`src/inc/uep_pkg.sv`:
```
package uep_pkg;

  localparam int unsigned CLK_HZ        = 40_000_000;
  localparam int unsigned ADDR_W        = 11;
  localparam int unsigned DATA_W        = 8;
  localparam int unsigned WORDS         = 2048;

  // Times in nanoseconds, as printed.
  localparam int unsigned PULSE_MIN_NS  = 100_000;
  localparam int unsigned PULSE_MAX_NS  = 1_000_000;
  localparam int unsigned TOTAL_MIN_NS  = 100_000_000;
  localparam int unsigned SETUP_NS      = 10_000;
  localparam int unsigned HOLD_NS       = 1_000;
  localparam int unsigned EHOLD_NS      = 500;
  localparam int unsigned READ_DLY_NS   = 10_000;
  localparam int unsigned LOOPS_MIN     = 100;
  localparam int unsigned LOOPS_MAX     = 1000;
  localparam int unsigned NS_PER_S      = 1_000_000_000;

  // Least times round up to whole cycles.
  localparam int unsigned SETUP_CYC =
    (SETUP_NS * (CLK_HZ / 1_000_000) + 999) / 1000;
  localparam int unsigned HOLD_CYC =
    (HOLD_NS * (CLK_HZ / 1_000_000) + 999) / 1000;
  localparam int unsigned EHOLD_CYC =
    (EHOLD_NS * (CLK_HZ / 1_000_000) + 999) / 1000;
  localparam int unsigned READ_DLY_CYC =
    (READ_DLY_NS * (CLK_HZ / 1_000_000) + 999) / 1000;
  localparam int unsigned PULSE_MIN_CYC =
    (PULSE_MIN_NS * (CLK_HZ / 1_000_000) + 999) / 1000;
  localparam int unsigned PULSE_MAX_CYC =
    (PULSE_MAX_NS * (CLK_HZ / 1_000_000)) / 1000;

  localparam int unsigned CNT_W  = 16;
  localparam int unsigned LOOP_W = 10;

  localparam logic [ADDR_W-1:0] ADDR_LAST  = 11'h7FF;
  localparam logic [ADDR_W-1:0] ADDR_FIRST = 11'h000;
  localparam logic [DATA_W-1:0] ERASED     = 8'hFF;

  typedef enum logic [2:0] {
    UEP_IDLE  = 3'b000,
    UEP_ENTER = 3'b001,
    UEP_FETCH = 3'b011,
    UEP_SETUP = 3'b010,
    UEP_PULSE = 3'b110,
    UEP_HOLD  = 3'b111,
    UEP_EXIT  = 3'b101,
    UEP_READ  = 3'b100
  } uep_state_e;

  // Pins toward the memory.
  typedef struct packed {
    logic [ADDR_W-1:0] addr;
    logic              progEnable;
    logic              progPulse;
    logic [DATA_W-1:0] byteOut;
    logic              byteOe;
  } uep_pins_s;

endpackage : uep_pkg

```
`src/logic/uep_timer.sv`:
```
`timescale 1ns/1ps
`default_nettype none
module uep_timer
  import uep_pkg::*;
(
  // Clock and reset.
  input  wire  logic             sys_clk,
  input  wire  logic             reset,
  // Control.
  input  wire  logic             load,
  input  wire  logic [CNT_W-1:0] count,
  // Status.
  output logic                   done
);

  logic [CNT_W-1:0] remain_q;

  // Done is high when the loaded count has fully expired.
  always_ff @(posedge sys_clk) begin
    if (reset) begin
      remain_q <= '0;
    end else if (load) begin
      remain_q <= count;
    end else if (remain_q != '0) begin
      remain_q <= remain_q - 1'b1;
    end
  end

  // Done ignores load, so a caller may reload on done without a loop.
  assign done = (remain_q == '0);

endmodule : uep_timer
`default_nettype wire

```
`src/logic/uep_programmer.sv`:
```
`timescale 1ns/1ps
`default_nettype none
module uep_programmer
  import uep_pkg::*;
(
  // Clock and reset.
  input  wire  logic              sys_clk,
  input  wire  logic              reset,
  // Job control.
  input  wire  logic              start,
  input  wire  logic [CNT_W-1:0]  pulseCycles,
  input  wire  logic [LOOP_W-1:0] loopCount,
  // Image source: word for the presented address.
  output logic [ADDR_W-1:0]       imgAddr,
  output logic                    imgReq,
  input  wire  logic [DATA_W-1:0] imgData,
  input  wire  logic              imgCare,
  // Memory pins.
  output logic [ADDR_W-1:0]       memAddr,
  output logic                    progEnable,
  output logic                    progPulse,
  output logic [DATA_W-1:0]       byteOut,
  output logic                    byteOe,
  input  wire  logic [DATA_W-1:0] byteIn,
  // Status.
  output logic                    busy,
  output logic                    done,
  output logic                    badParam,
  output logic [DATA_W-1:0]       readData
);

  uep_state_e        state_q;
  uep_pins_s         pins_q;
  logic [LOOP_W-1:0] loop_q;
  logic [CNT_W-1:0]  width_q;
  logic [LOOP_W-1:0] loops_q;
  logic              busy_q;
  logic              done_q;
  logic              bad_q;
  logic [DATA_W-1:0] rdata_q;
  logic              imgReq_q;
  logic              tLoad;
  logic [CNT_W-1:0]  tCount;
  logic              tDone;
  logic              lastWord;
  assign lastWord = pins_q.addr == ADDR_LAST && loop_q == loops_q - 1'b1;

  // Width times loop count must reach the total; checked in cycles.
  function automatic logic params_ok(input logic [CNT_W-1:0] w,
                                     input logic [LOOP_W-1:0] n);
    logic [31:0] prod;
    prod = 32'(w) * 32'(n);
    params_ok = (32'(w) >= PULSE_MIN_CYC) && (32'(w) <= PULSE_MAX_CYC)
      && (32'(n) >= LOOPS_MIN) && (32'(n) <= LOOPS_MAX)
      && (prod >= (TOTAL_MIN_NS / NS_PER_S * CLK_HZ)
                  + ((TOTAL_MIN_NS % NS_PER_S) * (CLK_HZ / 1_000_000)
                     / 1000));
  endfunction : params_ok

  uep_timer u_timer (
    .sys_clk (sys_clk),
    .reset   (reset),
    .load    (tLoad),
    .count   (tCount),
    .done    (tDone)
  );

  // Timer loads on every state entry that needs a wait.
  always_comb begin
    tLoad  = 1'b0;
    tCount = '0;
    case (state_q)
      UEP_IDLE: begin
        tLoad  = start && params_ok(pulseCycles, loopCount);
        tCount = CNT_W'(SETUP_CYC);
      end
      UEP_FETCH: begin
        tLoad  = 1'b1;
        tCount = CNT_W'(SETUP_CYC);
      end
      UEP_SETUP: begin
        tLoad  = tDone;
        tCount = width_q - 1'b1;
      end
      UEP_PULSE: begin
        tLoad  = tDone;
        tCount = CNT_W'(HOLD_CYC);
      end
      UEP_HOLD: begin
        tLoad  = tDone;
        tCount = CNT_W'(READ_DLY_CYC);
      end
      default: begin
        tLoad  = 1'b0;
        tCount = '0;
      end
    endcase
  end

  // Sequencer.
  always_ff @(posedge sys_clk) begin
    if (reset) begin
      state_q <= UEP_IDLE;
    end else begin
      case (state_q)
        UEP_IDLE: begin
          if (start && params_ok(pulseCycles, loopCount)) begin
            state_q <= UEP_ENTER;
          end
        end
        UEP_ENTER: begin
          if (tDone) state_q <= UEP_FETCH;
        end
        UEP_FETCH: state_q <= UEP_SETUP;
        UEP_SETUP: begin
          if (tDone) state_q <= UEP_PULSE;
        end
        UEP_PULSE: begin
          if (tDone) state_q <= UEP_HOLD;
        end
        UEP_HOLD: begin
          if (tDone) begin
            if (lastWord) begin
              state_q <= UEP_EXIT;
            end else begin
              state_q <= UEP_FETCH;
            end
          end
        end
        UEP_EXIT: begin
          if (tDone) state_q <= UEP_READ;
        end
        UEP_READ: state_q <= UEP_IDLE;
        default: state_q <= UEP_IDLE;
      endcase
    end
  end

  // Address and loop counters; the address only moves after a pulse.
  always_ff @(posedge sys_clk) begin
    if (reset) begin
      pins_q.addr <= ADDR_FIRST;
      loop_q      <= '0;
      width_q     <= '0;
      loops_q     <= '0;
    end else if (state_q == UEP_IDLE) begin
      pins_q.addr <= ADDR_FIRST;
      loop_q      <= '0;
      width_q     <= pulseCycles;
      loops_q     <= loopCount;
    end else if (state_q == UEP_HOLD && tDone && !lastWord) begin
      pins_q.addr <= pins_q.addr + 1'b1;
      if (pins_q.addr == ADDR_LAST) loop_q <= loop_q + 1'b1;
    end
  end

  // Program enable rises on entry, falls before the address may move.
  always_ff @(posedge sys_clk) begin
    if (reset) begin
      pins_q.progEnable <= 1'b0;
    end else if (state_q == UEP_IDLE && start
                 && params_ok(pulseCycles, loopCount)) begin
      pins_q.progEnable <= 1'b1;
    end else if (state_q == UEP_HOLD && tDone && lastWord) begin
      pins_q.progEnable <= 1'b0;
    end
  end

  // Pulse pin is driven low at all times except during the pulse.
  always_ff @(posedge sys_clk) begin
    if (reset) begin
      pins_q.progPulse <= 1'b0;
    end else begin
      pins_q.progPulse <= (state_q == UEP_SETUP && tDone)
                          || (state_q == UEP_PULSE && !tDone);
    end
  end

  // Data lines: don't-care words get ones so erased bits stay erased.
  // Previously written words must come back from the image every loop.
  always_ff @(posedge sys_clk) begin
    if (reset) begin
      pins_q.byteOut <= ERASED;
      pins_q.byteOe  <= 1'b0;
    end else if (state_q == UEP_FETCH) begin
      pins_q.byteOut <= imgCare ? imgData : ERASED;
      pins_q.byteOe  <= 1'b1;
    end else if (state_q == UEP_EXIT || state_q == UEP_IDLE) begin
      pins_q.byteOe  <= 1'b0;
    end
  end

  // Image request and status.
  always_ff @(posedge sys_clk) begin
    if (reset) begin
      imgReq_q <= 1'b0;
      busy_q   <= 1'b0;
      done_q   <= 1'b0;
      bad_q    <= 1'b0;
      rdata_q  <= ERASED;
    end else begin
      imgReq_q <= (state_q == UEP_ENTER && tDone)
                  || (state_q == UEP_HOLD && tDone && !lastWord);
      busy_q   <= (state_q != UEP_IDLE) && (state_q != UEP_READ);
      done_q   <= (state_q == UEP_READ);
      if (state_q == UEP_IDLE && start) begin
        bad_q <= !params_ok(pulseCycles, loopCount);
      end
      if (state_q == UEP_READ) rdata_q <= byteIn;
    end
  end

  assign imgAddr    = pins_q.addr;
  assign imgReq     = imgReq_q;
  assign memAddr    = pins_q.addr;
  assign progEnable = pins_q.progEnable;
  assign progPulse  = pins_q.progPulse;
  assign byteOut    = pins_q.byteOut;
  assign byteOe     = pins_q.byteOe;
  assign busy       = busy_q;
  assign done       = done_q;
  assign badParam   = bad_q;
  assign readData   = rdata_q;

  // Pulse width is exactly the programmed count of cycles.
  logic [CNT_W-1:0] pw_q;
  always_ff @(posedge sys_clk) begin
    if (reset) pw_q <= '0;
    else if (progPulse) pw_q <= pw_q + 1'b1;
    else pw_q <= '0;
  end
endmodule : uep_programmer
`default_nettype wire

```
`config.mk`:
```
export PLATFORM = sky130hd
export DESIGN_NAME = uep_programmer
export DESIGN_NICKNAME = d
export VERILOG_FILES = /design/src/inc/uep_pkg.sv /design/src/logic/uep_timer.sv /design/src/logic/uep_programmer.sv
export SDC_FILE = /design/constraint.sdc
export NUM_CORES = 1
export LEC_CHECK = 0
export ABC_AREA = 0
export BUFFER_PORTS_ARGS = -buffer_cell sky130_fd_sc_hd__buf_2
export CAP_MARGIN = 5
export CORE_MARGIN = 4
export CORE_UTILIZATION = 30
export CTS_BUF_LIST = sky130_fd_sc_hd__clkbuf_8 sky130_fd_sc_hd__clkbuf_16
export DETAILED_ROUTE_END_ITERATION = 8
export PLACE_DENSITY = 0.56
export SLEW_MARGIN = 25
export SYNTH_ARGS = -nofsm -noshare
export SYNTH_HDL_FRONTEND = slang
export SYNTH_SLANG_ARGS = --single-unit
export TNS_END_PERCENT = 5
```
`constraint.sdc`:
```
create_clock -name sys_clk -period 8.6 [get_ports sys_clk]
set_input_delay 0 -clock sys_clk [delete_from_list [all_inputs] [get_ports sys_clk]]
set_output_delay 0 -clock sys_clk [all_outputs]
set_load 0.005 [all_outputs]
```
======== After elaboration in Yosys (flattened, before gate mapping) ========
Cells that the tools add are included.
storage, ports and cells
  bits in registers ....................... 89
  bits of input ports ..................... 46
  output and inout port bits .............. 45
  word-level logic and storage cells ...... 92
cells by class
  add/subtract/negate cells ............... 5
  multipliers ............................. 1
  order comparisons ....................... 5
  equal/unequal tests ..................... 16
  muxes and demuxes ....................... 17
  reductions and logical operators ........ 33
operators with widths
  operator                                                             number
  case mux 16 bit (3 select lines)                                     1
  two-way mux 16 bit                                                   2
  subtractor 16 x 1 -> 16 bit, second input constant                   2
  greater-or-equal comparator 26 x 22 -> 1 bit, second input constant  1
  multiplier 16 x 10 -> 26 bit                                         1
  case mux 3 bit (8 select lines)                                      1
  two-way mux 3 bit                                                    7
  greater-or-equal comparator 16 x 12 -> 1 bit, second input constant  1
  less-or-equal comparator 16 bit, second input constant               1
  logical NOT 16 bit                                                   1
  nonzero test 16 bit                                                  1
  logical AND 1 bit                                                    15
  equality test 3 bit, second input constant                           4
  != test 2 bit, second input constant                                 6
  adder 11 x 1 -> 11 bit, second input constant                        1
  equality test 11 bit, second input constant                          1
  adder 10 x 1 -> 10 bit, second input constant                        1
  equality test 10 bit                                                 1
  greater-or-equal comparator 10 x 7 -> 1 bit, second input constant   1
  less-or-equal comparator 10 bit, second input constant               1
  subtractor 10 x 1 -> 10 bit, second input constant                   1
  two-way mux 8 bit                                                    1
  equality test 3 x 2 -> 1 bit, second input constant                  2
  AND reduction 6 bit                                                  1
  other kinds (12)                                                     22

======== Longest topological paths before layout ========
Gate-level depths: netlist of run 1.
  word-level depth ........................ 8
  mapped depth ............................ 25
  mapped depth without buffers ............ 21

======== By module ========
From an unflattened synthesis of run 1, not the netlist that was laid out.
unflattened totals
  cell total of the unflattened synthesis .. 1157
  area, all modules ....................... 9646.8 µm²
modules (own cells, without submodules)
  module          instances  cells an instance  area each (µm²)  seq. area each (µm²)
  uep_programmer  1          1045               8744.6           1461.4
  uep_timer       1          112                902.1            320.3

======== Worst setup path after synthesis of run 1 ========
Ideal clock, no wire load.
  path type ............................... in2reg
  start ................................... input port loopCount[8]
  end ..................................... register state_q[0]
  setup time .............................. 0.103 ns
  arrival time ............................ 5.914 ns
  data required time ...................... 8.497 ns
  setup slack ............................. 2.583 ns
  stages on the path ...................... 21
  path buffers ............................ 3
  path through ............................ clkbuf_1 -> clkbuf_1 -> and2_1 -> fa_1 -> fa_1 -> fa_1 -> fa_1 -> inv_1 -> fa_1 -> inv_1 -> ha_1 -> buf_6 -> a21oi_1 -> o21ai_0 -> a211o_1 -> and3_1 -> a2111o_1 -> nand4bb_1 -> or3_4 -> a211o_1 -> a2111oi_2
on the way
  word-level cells in the longest chain between the ends .. 7
  elaborated cells between the ends (all ways) .. 10
  classes of those cells .................. 1 x mul; 3 x order compare; 1 x eq/ne; 5 x reduce/logical
RTL lines
  what                                                                  RTL line               text
  from (decl)                                                           uep_programmer.sv:12   input wire logic [LOOP_W-1:0] loopCount,
  branches (longest 3 deep; another with multiplier 16 x 10 -> 26 bit)  -
  logical AND 1 bit (*)                                                 uep_programmer.sv:55   && (prod >= (TOTAL_MIN_NS / NS_PER_S * CLK_HZ)
  logical AND 1 bit (*)                                                 uep_programmer.sv:107  if (start && params_ok(pulseCycles, loopCount)) begin
  != test 2 bit (no source line) (*)                                    -
  AND reduction 6 bit (no source line) (*)                              -
  to (signal assigned)                                                  uep_programmer.sv:108  state_q <= UEP_ENTER;
  to (signal assigned)                                                  uep_programmer.sv:112  if (tDone) state_q <= UEP_FETCH;
  to (signal assigned)                                                  uep_programmer.sv:114  UEP_FETCH: state_q <= UEP_SETUP;
  to (decl)                                                             uep_programmer.sv:32   uep_state_e state_q;
Mark *: on every way between the ends.
A chain may end at the register's enable or synchronous reset.

======== Worst setup path in the final report of run 1 ========
  start ................................... input port loopCount[3]
  end ..................................... register u_timer.remain_q[2]
on the way
  word-level cells in the longest chain between the ends .. 7
  elaborated cells between the ends (all ways) .. 11
  classes of those cells .................. 1 x mul; 3 x order compare; 2 x mux; 5 x reduce/logical
RTL lines
  what                                                                  RTL line              text
  branches (longest 3 deep; another with multiplier 16 x 10 -> 26 bit)  -
  logical AND 1 bit (*)                                                 uep_programmer.sv:55
  logical AND 1 bit (*)                                                 uep_programmer.sv:74  tLoad = start && params_ok(pulseCycles, loopCount);
  case mux 1 bit (3 select lines) (*)                                   uep_programmer.sv:72  case (state_q)
  two-way mux 16 bit or nonzero test 2 bit (tied branches)              -
  to (signal assigned)                                                  uep_timer.sv:23       remain_q <= count;
  to (signal assigned)                                                  uep_timer.sv:25       remain_q <= remain_q - 1'b1;
  to (decl)                                                             uep_timer.sv:16       logic [CNT_W-1:0] remain_q;
Marks and branches as above.

==> impl_metrics.py, run 1 <==
metrics = {
    "status": {
        "outcome": "finished, final reports clean",
    },
    "layout": {
        "finalNonFillerCells": 1675,
        "finalNetCount": 1451,
        "syn_to_final_growth_pct": 11.2,
        "antennaDiodeCount": 0,
        "nFillCells": 3423,
        "final_layout_size_suffix_gt1_frac": 0.0949,
    },
    "routing": {
        "antenna_left": 0,
        "avgViaCountPerCell": 4.92,
        "drtIter0Drc": 464,
        "drt_first_pass_iters": 5,
        "wl_per_cell_um": 15.7,
        "routed_wl_um": 26400,
        "vias": 8247,
        "drcViolationCount": 0,
    },
    "setup_path": {
        "critPathKind": "in -> reg",
        "cp-start-kind": "input pin",
        "reg2regPathDepth": 9,
        "crit_required_ps": 8800,
        "end_kind": "register",
        "r2r-end": "loop_q[9]",
        "r2r-start": "u_timer.remain_q[4]",
        "cp_max_fo": 19,
        "rrSetupSlack_ps": 5360,
        "crit_arrival_ps": 6370,
    },
    "placement": {
        "port_buffers": 90,
        "dpl.hpwl_um": 19700,
        "place_inst": 1643,
        "routabilityCongestion": 0.887,
    },
    "synthesis": {
        "synth_flop_cell": "dfxtp_1",
        "async_reset_ff_frac": 0,
        "synth_cell_types": 60,
        "ys_top_cells_by_area": "fa_1, dfxtp_1, ha_1, nand2_1, and2_1",
        "synth-seq-cells": 89,
        "synth-edff-count": 0,
        "synth.largest_area_cell": "fa_1",
        "synth_top_area_frac": 0.224,
        "seq_area_frac_synth": 0.181,
        "synth_nets": 1419,
        "ys_warn_count": 0,
        "avgSynthCellArea_sq_um": 8.22,
        "synthCells": 1196,
        "syn_area_sq_um": 9830,
        "synth_common_cells": "nand2_1, fa_1, and2_1, inv_1, dfxtp_1",
        "yosysMostFrequentCell": "nand2_1",
    },
    "sta": {
        "clock_skew_ps": 3.94,
        "tightest_slew_ps": 942,
        "hold_ws_ps": 16.6,
        "rsz0062_at_grt": "no",
        "hold_violations": 0,
        "setup_violations": 0,
        "fin_crit_ps": 6180,
        "post-route-period-util": 0.718,
        "maxSlewHeadroom": 0.372,
        "max_freq_mhz": 162,
        "setup_tns_ps": 0,
        "final-max-slew-violation-count": 0,
    },
    "die": {
        "start_util": 0.303,
        "die_w_um": 189,
        "die_area_sq_um": 35700,
        "core_sq_um": 32500,
        "io_pins": 91,
        "die_h_um": 189,
        "num_rows": 66,
    },
    "power": {
        "powerDensity_nw_per_um2": 320,
        "ir_drop_v": 0.000205,
        "p_leak_nw": 4.90,
    },
    "min_path": {
        "min_from": "start",
        "holdPathEnd": "badParam",
        "hold_path_class": "in -> reg",
        "min_path_cells": 3,
    },
    "global_route": {
        "grt_pass1_wl_um": 44200,
        "grt_max_degree": 66,
        "grt_usage": 0.151,
        "antenna_found_initial": 4,
        "grt_pass1_vias": 8477,
        "grt_remaining_overflow": 0,
    },
    "clock_tree": {
        "cts_buffer_depth": 2,
        "cts-root-buf": "clkbuf_16",
        "path_clk_slew_ps": 60,
        "cts_resized": 0,
        "cts_buffers": 9,
        "ctsHtreeMaxLevel": 3,
        "cts_tree": "built",
        "worstSkewPairLatency_ps": 350,
        "post_cts_buffers": 0,
        "hold_buffers": 16,
        "clock_sinks": 89,
    },
    "job": {
        "cap_violations": 0,
    },
}
-- through the flow --
step | total power, mW | util | area (sq um) | setup slack, ps
3_5_place_dp | 3.09 | 0.323 | 10500 | 2070
3_3_place_gp | 3.09 | 0.323 | 10500 | 2140
4_1_cts | 3.52 | 0.337 | 10900 | 2450
6_report | 3.50 | 0.337 | 10900 | 2420
5_1_grt | 3.89 | 0.337 | 10900 | 2010
2_1_floorplan | 2.55 | - | 9830 | 2580
-- layout make-up --
type | instances | area [sq um] | area share
Sequential cell | 89 | 1780 | 0.163
Timing Repair Buffer | 108 | 626 | 0.0572
Inverter | 99 | 372 | 0.0340
Tap cell | 442 | 553 | 0.0506
Clock inverter | 6 | 66.3 | 0.00606
Multi-Input combinational cell | 921 | 7300 | 0.667
Clock buffer | 10 | 239 | 0.0218
-- placed cells by master, fill, tap and decap left out, drive strengths merged, types with 25 or more instances in the layout --
| cell type | instances |
|---|---|
| a21oi | 62 |
| o21ai | 42 |
| and2 | 106 |
| inv | 100 |
| buf | 92 |
| fa | 110 |
| nand3 | 25 |
| ha | 67 |
| nor2 | 59 |
| xor2 | 34 |
| dfxtp | 89 |
| xnor2 | 31 |
| nand2 | 179 |
-- critical path, stage by stage --
cell and delay [ps]:
buf_2 340, nand2_1 140, fa_1 560, inv_1 60, fa_1 510, inv_1 50, fa_1 470, inv_1 60
fa_1 510, fa_1 500, ha_1 380, a21oi_1 290, nor2_1 70, a211o_1 370, and3_1 200, a2111o_1 360
nand4bb_1 200, or3_4 420, a21oi_2 680, o21ai_0 200
-- power breakdown --
| group | total (mW) | leakage [nW] | internal [mW] | switching [mW] |
|---|---|---|---|---|
| Combinational | 2.53 | 4.03 | 1.01 | 1.52 |
| Clock | 0.402 | 0.141 | 0.233 | 0.168 |
| Sequential | 0.567 | 0.727 | 0.486 | 0.0815 |
| Total | 3.50 | 4.90 | 1.73 | 1.77 |
-- kinds of logic (layout without fill, tap and decap cells) --
group,Yosys count,after routing,synth area share
AND/OR/NAND/NOR,497,497,0.256
buffers and inverters,186,223,0.0770
adder cells (fa/ha/maj),177,177,0.309
AO/OA/AOI/OAI,172,172,0.109
flip-flops,89,89,0.181
XOR/XNOR,65,65,0.0579
multiplexers,10,10,0.0102
-- sequential cells by signal (all words and copies together) (netlist names), 3 cells and up --
signal and cells:
imgAddr 11, byteOut 8, loops_q 10, readData 8, state_q 3, loop_q 10, u_timer.remain_q 16, width_q 16
-- worst max path at each step --
stage | from | endpoint | slack, ps | cells after the start
2_1_floorplan | loopCount[8] | state_q[0] | 2580 | 21
5_1_grt | loopCount[3] | u_timer.remain_q[2] | 2010 | 20
3_3_place_gp | loopCount[3] | u_timer.remain_q[8] | 2140 | 20
6_report | loopCount[3] | u_timer.remain_q[2] | 2420 | 20
4_1_cts | loopCount[3] | u_timer.remain_q[12] | 2450 | 20
3_5_place_dp | loopCount[3] | u_timer.remain_q[2] | 2070 | 20
-- per-layer routing --
| layer | vias up | global-route usage | wire (um) |
|---|---|---|---|
| met4 | 6 | 0.0499 | 721 |
| met5 | - | 0 | 34 |
| met2 | 186 | 0.270 | 13200 |
| met1 | 4011 | 0.190 | 11400 |
| met3 | 45 | 0.0188 | 1040 |
| li1 | 3999 | - | - |
No activity file was read; power rests on OpenSTA's default activity.
==> run 2: changes to the inputs <==
- ABC_AREA: 0 -> 1
- clock period: 8.6 -> 6.3 ns (I/O delays scaled with it)
==> run 2 against run 1 <==
Net effect: register-to-register slack got worse by 2000 ps; critical path depth is 7 higher; synthesized cell count increased by 35%; combinational power up 60%; global-route usage decreased by 0.47 points; cell count is 27% higher; critical endpoint is now u_timer.remain_q[10]; largest power group unchanged.
==> impl_metrics.py, run 2 <==
metrics = {
    "clock_tree": {
        "path_clk_slew_ps": 70,
        "ctsHtreeMaxLevel": 3,
        "cts_tree": "built",
        "cts-root-buf": "clkbuf_16",
        "hold_buffers": 16,
        "cts_resized": 0,
        "cts_buffer_depth": 2,
        "post_cts_buffers": 0,
        "worstSkewPairLatency_ps": 340,
        "cts_buffers": 9,
        "clock_sinks": 89,
    },
    "synthesis": {
        "synth_top_area_frac": 0.204,
        "yosysMostFrequentCell": "nand2_1",
        "synthCells": 1609,
        "synth_cell_types": 48,
        "ys_warn_count": 0,
        "syn_area_sq_um": 10800,
        "ys_top_cells_by_area": "fa_1, dfxtp_1, nand2_1, inv_1, ha_1",
        "avgSynthCellArea_sq_um": 6.70,
        "synth_nets": 1832,
        "synth-seq-cells": 89,
        "seq_area_frac_synth": 0.165,
        "synth_flop_cell": "dfxtp_1",
        "synth.largest_area_cell": "fa_1",
        "synth-edff-count": 0,
        "synth_common_cells": "nand2_1, inv_1, fa_1, nor2_1, dfxtp_1",
        "async_reset_ff_frac": 0,
    },
    "setup_path": {
        "r2r-end": "loop_q[8]",
        "end_kind": "register",
        "cp_max_fo": 18,
        "critPathCapture": "u_timer.remain_q[10]",
        "critPathKind": "in -> reg",
        "rrSetupSlack_ps": 3320,
        "startpoint": "loopCount[6]",
        "cp-start-kind": "input pin",
        "crit_arrival_ps": 5890,
        "crit_required_ps": 6520,
        "r2r-start": "imgAddr[0]",
        "reg2regPathDepth": 7,
    },
    "routing": {
        "wl_per_cell_um": 13.3,
        "antenna_left": 0,
        "drt_first_pass_iters": 5,
        "drtIter0Drc": 465,
        "vias": 9816,
        "avgViaCountPerCell": 4.61,
        "routed_wl_um": 28300,
        "drcViolationCount": 0,
    },
    "power": {
        "powerDensity_nw_per_um2": 453,
        "p_leak_nw": 6.64,
        "p_total_mw": 5.44,
        "ir_drop_v": 0.000218,
    },
    "sta": {
        "rsz0062_at_grt": "no",
        "tightest_slew_ps": 827,
        "final-max-slew-violation-count": 0,
        "clock_skew_ps": 5.32,
        "max_freq_mhz": 176,
        "fin_crit_ps": 5670,
        "setup_violations": 0,
        "hold_violations": 0,
        "setup_tns_ps": 0,
        "maxSlewHeadroom": 0.446,
        "post-route-period-util": 0.900,
        "layout_setup_ws_ps": 632,
    },
    "placement": {
        "place_inst": 2095,
        "port_buffers": 90,
        "pre_cts_ws_ps": 321,
        "routabilityCongestion": 0.867,
        "dpl.hpwl_um": 22300,
    },
    "status": {
        "outcome": "finished, final reports clean",
    },
    "die": {
        "die_w_um": 198,
        "core_sq_um": 35500,
        "die_h_um": 198,
        "start_util": 0.304,
        "num_rows": 69,
        "io_pins": 91,
        "die_area_sq_um": 39000,
    },
    "global_route": {
        "grt_pass1_vias": 9870,
        "grt_remaining_overflow": 0,
        "grt_usage": 0.147,
        "grt_pass1_wl_um": 47900,
        "antenna_found_initial": 1,
        "grt_max_degree": 50,
    },
    "layout": {
        "final_layout_size_suffix_gt1_frac": 0.0822,
        "syn_to_final_growth_pct": 11.4,
        "final_common_cell": "nand2_1",
        "utilization": 0.338,
        "layout_common_cells": "nand2_1, inv_1, fa_1, nor2_1, buf_2",
        "finalNonFillerCells": 2128,
        "finalNetCount": 1884,
    },
    "job": {
        "cap_violations": 0,
    },
    "min_path": {
        "hold_path_class": "in -> reg",
    },
}
## run 2: cell types whose count changed after synthesis, sizes merged, moves of 13 or more
| cell | previous run | this run |
|---|---|---|
| nand2 | 179 | 454 |
| inv | 99 | 336 |
| and2 | 106 | 5 |
| nor2 | 59 | 115 |
| nand3 | 25 | 70 |
| o21ai | 42 | 62 |
| a21oi | 62 | 80 |
| nand4 | 18 | 33 |
| xnor2 | 31 | 16 |
| clkbuf | 63 | 49 |
| or3 | 13 | 0 |
## run 2: area by class of cell
cell class              count  area (sq um)
diodes                      1          2.50
clock buffers              10           239
clock inverters             6          91.3
fillers                  3870         23500
inverters                 338          1270
multi-input cells        1113          7400
flip-flops and latches     89          1780
well taps                 461           577
repair buffers            110           641
## run 2: worst min path at each step
| stage | startpoint | endpoint | slack (ps) | cells after the start |
|---|---|---|---|---|
| after floorplan | byteIn[0] | readData[0] | 130 | 2 |
| after global placement | byteIn[7] | readData[7] | 220 | 3 |
| after detailed placement | byteIn[0] | readData[0] | 220 | 3 |
| after CTS | reset | u_timer.remain_q[10] | 40 | 2 |
| after global routing | reset | u_timer.remain_q[14] | 70 | 2 |
| final | reset | u_timer.remain_q[15] | 50 | 2 |
## run 2: where the power goes
| part | leakage [nW] | total, mW | internal (mW) | switching [mW] |
|---|---|---|---|---|
| logic | 5.76 | 4.04 | 1.45 | 2.59 |
| clock network | 0.151 | 0.585 | 0.359 | 0.226 |
| registers | 0.730 | 0.815 | 0.696 | 0.119 |
## run 2: through the flow
step	cell area (sq um)	hold WS, ps
floorplan	10800	126
global placement	11500	216
detailed placement	11500	224
CTS	12000	41.5
global route	12000	70.5
finish	12000	50.1
## run 2: worst max-delay path: stages
cell	delay [ps]
buf_2	350
nand2_1	140
fa_1	550
inv_1	50
fa_1	470
fa_1	520
fa_1	550
inv_1	60
fa_1	540
inv_1	60
ha_1	400
nand2_1	150
nor2_1	250
and2_1	210
nand3_1	140
nand3_1	110
nand2_1	50
nand2_1	60
nand2_1	80
nor2_2	130
nand3_1	140
nand3_2	280
nand2_4	190
inv_2	180
o21ai_0	120
nand2_1	70
nor2_1	30
## run 2: kinds of logic after synthesis
kind of cell / count (synthesis) / synth area share
xor+xnor: 48 / 0.0390
flops: 89 / 0.165
fa+ha+maj: 177 / 0.282
simple gates: 732 / 0.290
buf+inv: 407 / 0.148
compound gates: 156 / 0.0758
## run 2: metal layers
layer	global-route usage	vias up	wire length, um
li1	-	4996	-
met1	0.190	4567	12600
met2	0.254	203	13700
met3	0.0189	50	1300
met4	0.0469	0	737
met5	0	-	0
==> run 3: changes to the inputs <==
- REMOVE_ABC_BUFFERS: not set -> 1
==> run 3 against run 2 <==
Net effect: routed wire length increased by 1.0%; clock-buffer cell count fell by 1; global-route usage is 0.070 points higher; cell count down 0.19%; via count up 0.96%; setup slack gained 120 ps; flip-flop and latch count did not move; sequential power about the same; highest routed layer unchanged.
==> impl_metrics.py, run 3 (same netlist as run 2, synthesis figures left out) <==
metrics = {
    "status": {
        "outcome": "finished, final reports clean",
    },
    "setup_path": {
        "max_stage_delay_ps": 550,
        "worst-path-stages": 27,
        "r2r-end": "loop_q[4]",
        "critPathKind": "in -> reg",
        "cp-start-kind": "input pin",
        "critPathMostFrequentCell": "nand2_1",
        "rrSetupSlack_ps": 3140,
        "cp_max_fo": 18,
        "crit_family": "adder cells",
        "r2r-start": "imgAddr[0]",
        "crit_arrival_ps": 5820,
        "reg2regPathDepth": 7,
        "end_kind": "register",
        "cp_slowest_cell": "fa_1",
        "crit_required_ps": 6570,
        "critPathCapture": "u_timer.remain_q[15]",
        "crit_buf_inv": 5,
        "startpoint": "loopCount[6]",
    },
    "clock_tree": {
        "cts_tree": "built",
        "path_clk_slew_ps": 60,
        "clock_sinks": 89,
        "cts-root-buf": "clkbuf_16",
        "worstSkewPairLatency_ps": 340,
        "cts_resized": 0,
        "hold_buffers": 16,
        "cts_buffers": 9,
        "post_cts_buffers": 0,
        "ctsHtreeMaxLevel": 3,
        "cts_buffer_depth": 2,
    },
    "routing": {
        "drcViolationCount": 0,
        "routed_wl_um": 28600,
        "vias": 9910,
        "wl_per_cell_um": 13.5,
        "drtIter0Drc": 574,
        "drt_first_pass_iters": 5,
        "antenna_left": 0,
        "avgViaCountPerCell": 4.67,
    },
    "die": {
        "start_util": 0.304,
        "core_sq_um": 35500,
        "die_area_sq_um": 39000,
        "die_h_um": 198,
        "io_pins": 91,
        "die_w_um": 198,
        "num_rows": 69,
    },
    "layout": {
        "seq_area_sq_um": 1780,
        "final_common_cell": "nand2_1",
        "nFillCells": 3857,
        "layout_common_cells": "nand2_1, inv_1, fa_1, nor2_1, buf_2",
        "finalNetCount": 1883,
        "antennaDiodeCount": 0,
        "finalNonFillerCells": 2124,
        "stdcell_area_sq_um": 11900,
        "multi_input_area_sq_um": 7400,
        "final_layout_size_suffix_gt1_frac": 0.0794,
        "syn_to_final_growth_pct": 10.8,
    },
    "sta": {
        "fin_crit_ps": 5550,
        "setup_tns_ps": 0,
        "max_freq_mhz": 180,
        "clock_skew_ps": 10.0,
        "rsz0062_at_grt": "no",
        "maxSlewHeadroom": 0.406,
        "hold_violations": 0,
        "setup_violations": 0,
        "tightest_slew_ps": 885,
        "post-route-period-util": 0.881,
        "final-max-slew-violation-count": 0,
        "hold_ws_ps": 65.0,
    },
    "global_route": {
        "grt_max_degree": 34,
        "grt-busiest-layer": "met2",
        "use_met3": 0.0125,
        "grt_usage": 0.147,
        "antenna_found_initial": 0,
        "use_met2": 0.250,
        "grt_use_met1": 0.204,
        "grt_remaining_overflow": 0,
        "grt_pass1_wl_um": 48300,
        "grt_pass1_vias": 9992,
    },
    "min_path": {
        "hold_path_class": "in -> reg",
        "min_path_cells": 2,
    },
    "power": {
        "seq_power_share": 0.153,
        "p_leak_nw": 6.63,
        "internal_power_mw": 2.43,
        "swShare": 0.543,
        "clockPowerShare": 0.096,
        "ir_drop_v": 0.000181,
        "powerDensity_nw_per_um2": 446,
        "p_switching_mw": 2.89,
        "combPwrFrac": 0.751,
    },
    "placement": {
        "postPlaceCellArea_sq_um": 11500,
        "routabilityCongestion": 0.924,
        "port_buffers": 90,
        "dpl.hpwl_um": 22200,
        "place_inst": 2094,
    },
    "job": {
        "cap_violations": 0,
    },
}
==> run 3: worst register-to-register path: cells and delay by family, from the launching register on <==
| family | cells | cell delay, ps |
|---|---|---|
| AOI/OAI and AO/OA | 1 | 130 |
| adders and majority gates | 1 | 310 |
| DFF | 1 | 420 |
| and+or+nand+nor | 5 | 2220 |
==> run 3: power by group through the flow <==
stage / Clock (mW) / Sequential, mW / Combinational (mW)
6_report: 0.512 / 0.814 / 4.00
5_1_grt: 0.551 / 0.836 / 4.65
4_1_cts: 0.529 / 0.814 / 4.02
3_5_place_dp: 0 / 0.825 / 3.98
3_3_place_gp: 0 / 0.823 / 3.95
2_1_floorplan: 0 / 0.797 / 3.05
==> run 3: how the worst min path moves through the flow <==
stage / from / end / slack (ps)
6_report: reset / u_timer.remain_q[9] / 70
5_1_grt: reset / u_timer.remain_q[10] / 80
4_1_cts: reset / u_timer.remain_q[9] / 60
3_5_place_dp: byteIn[2] / readData[2] / 220
3_3_place_gp: byteIn[7] / readData[7] / 210
2_1_floorplan: reset / imgReq / 70
==> run 3: metal layers <==
layer / share of wire / vias to the layer above
li1: - / 4982
met1: 0.47 / 4694
met2: 0.46 / 201
met3: 0.045 / 33
met4: 0.017 / 0
met5: 0 / -
==> run 3: through the flow <==
step	power (mW)	util	setup slack, ps
after floorplan	3.84	-	1450
after global placement	4.77	0.324	513
after detailed placement	4.81	0.324	441
after CTS	5.36	0.337	784
after global routing	6.03	0.337	270
final	5.32	0.337	751
==> run 3: final cells by class <==
type	instances	area share
Inverter	338	0.106
Tap cell	461	0.0483
Sequential cell	89	0.149
Timing Repair Buffer	109	0.0530
Clock buffer	9	0.0189
Clock inverter	5	0.00430
Multi-Input combinational cell	1113	0.620
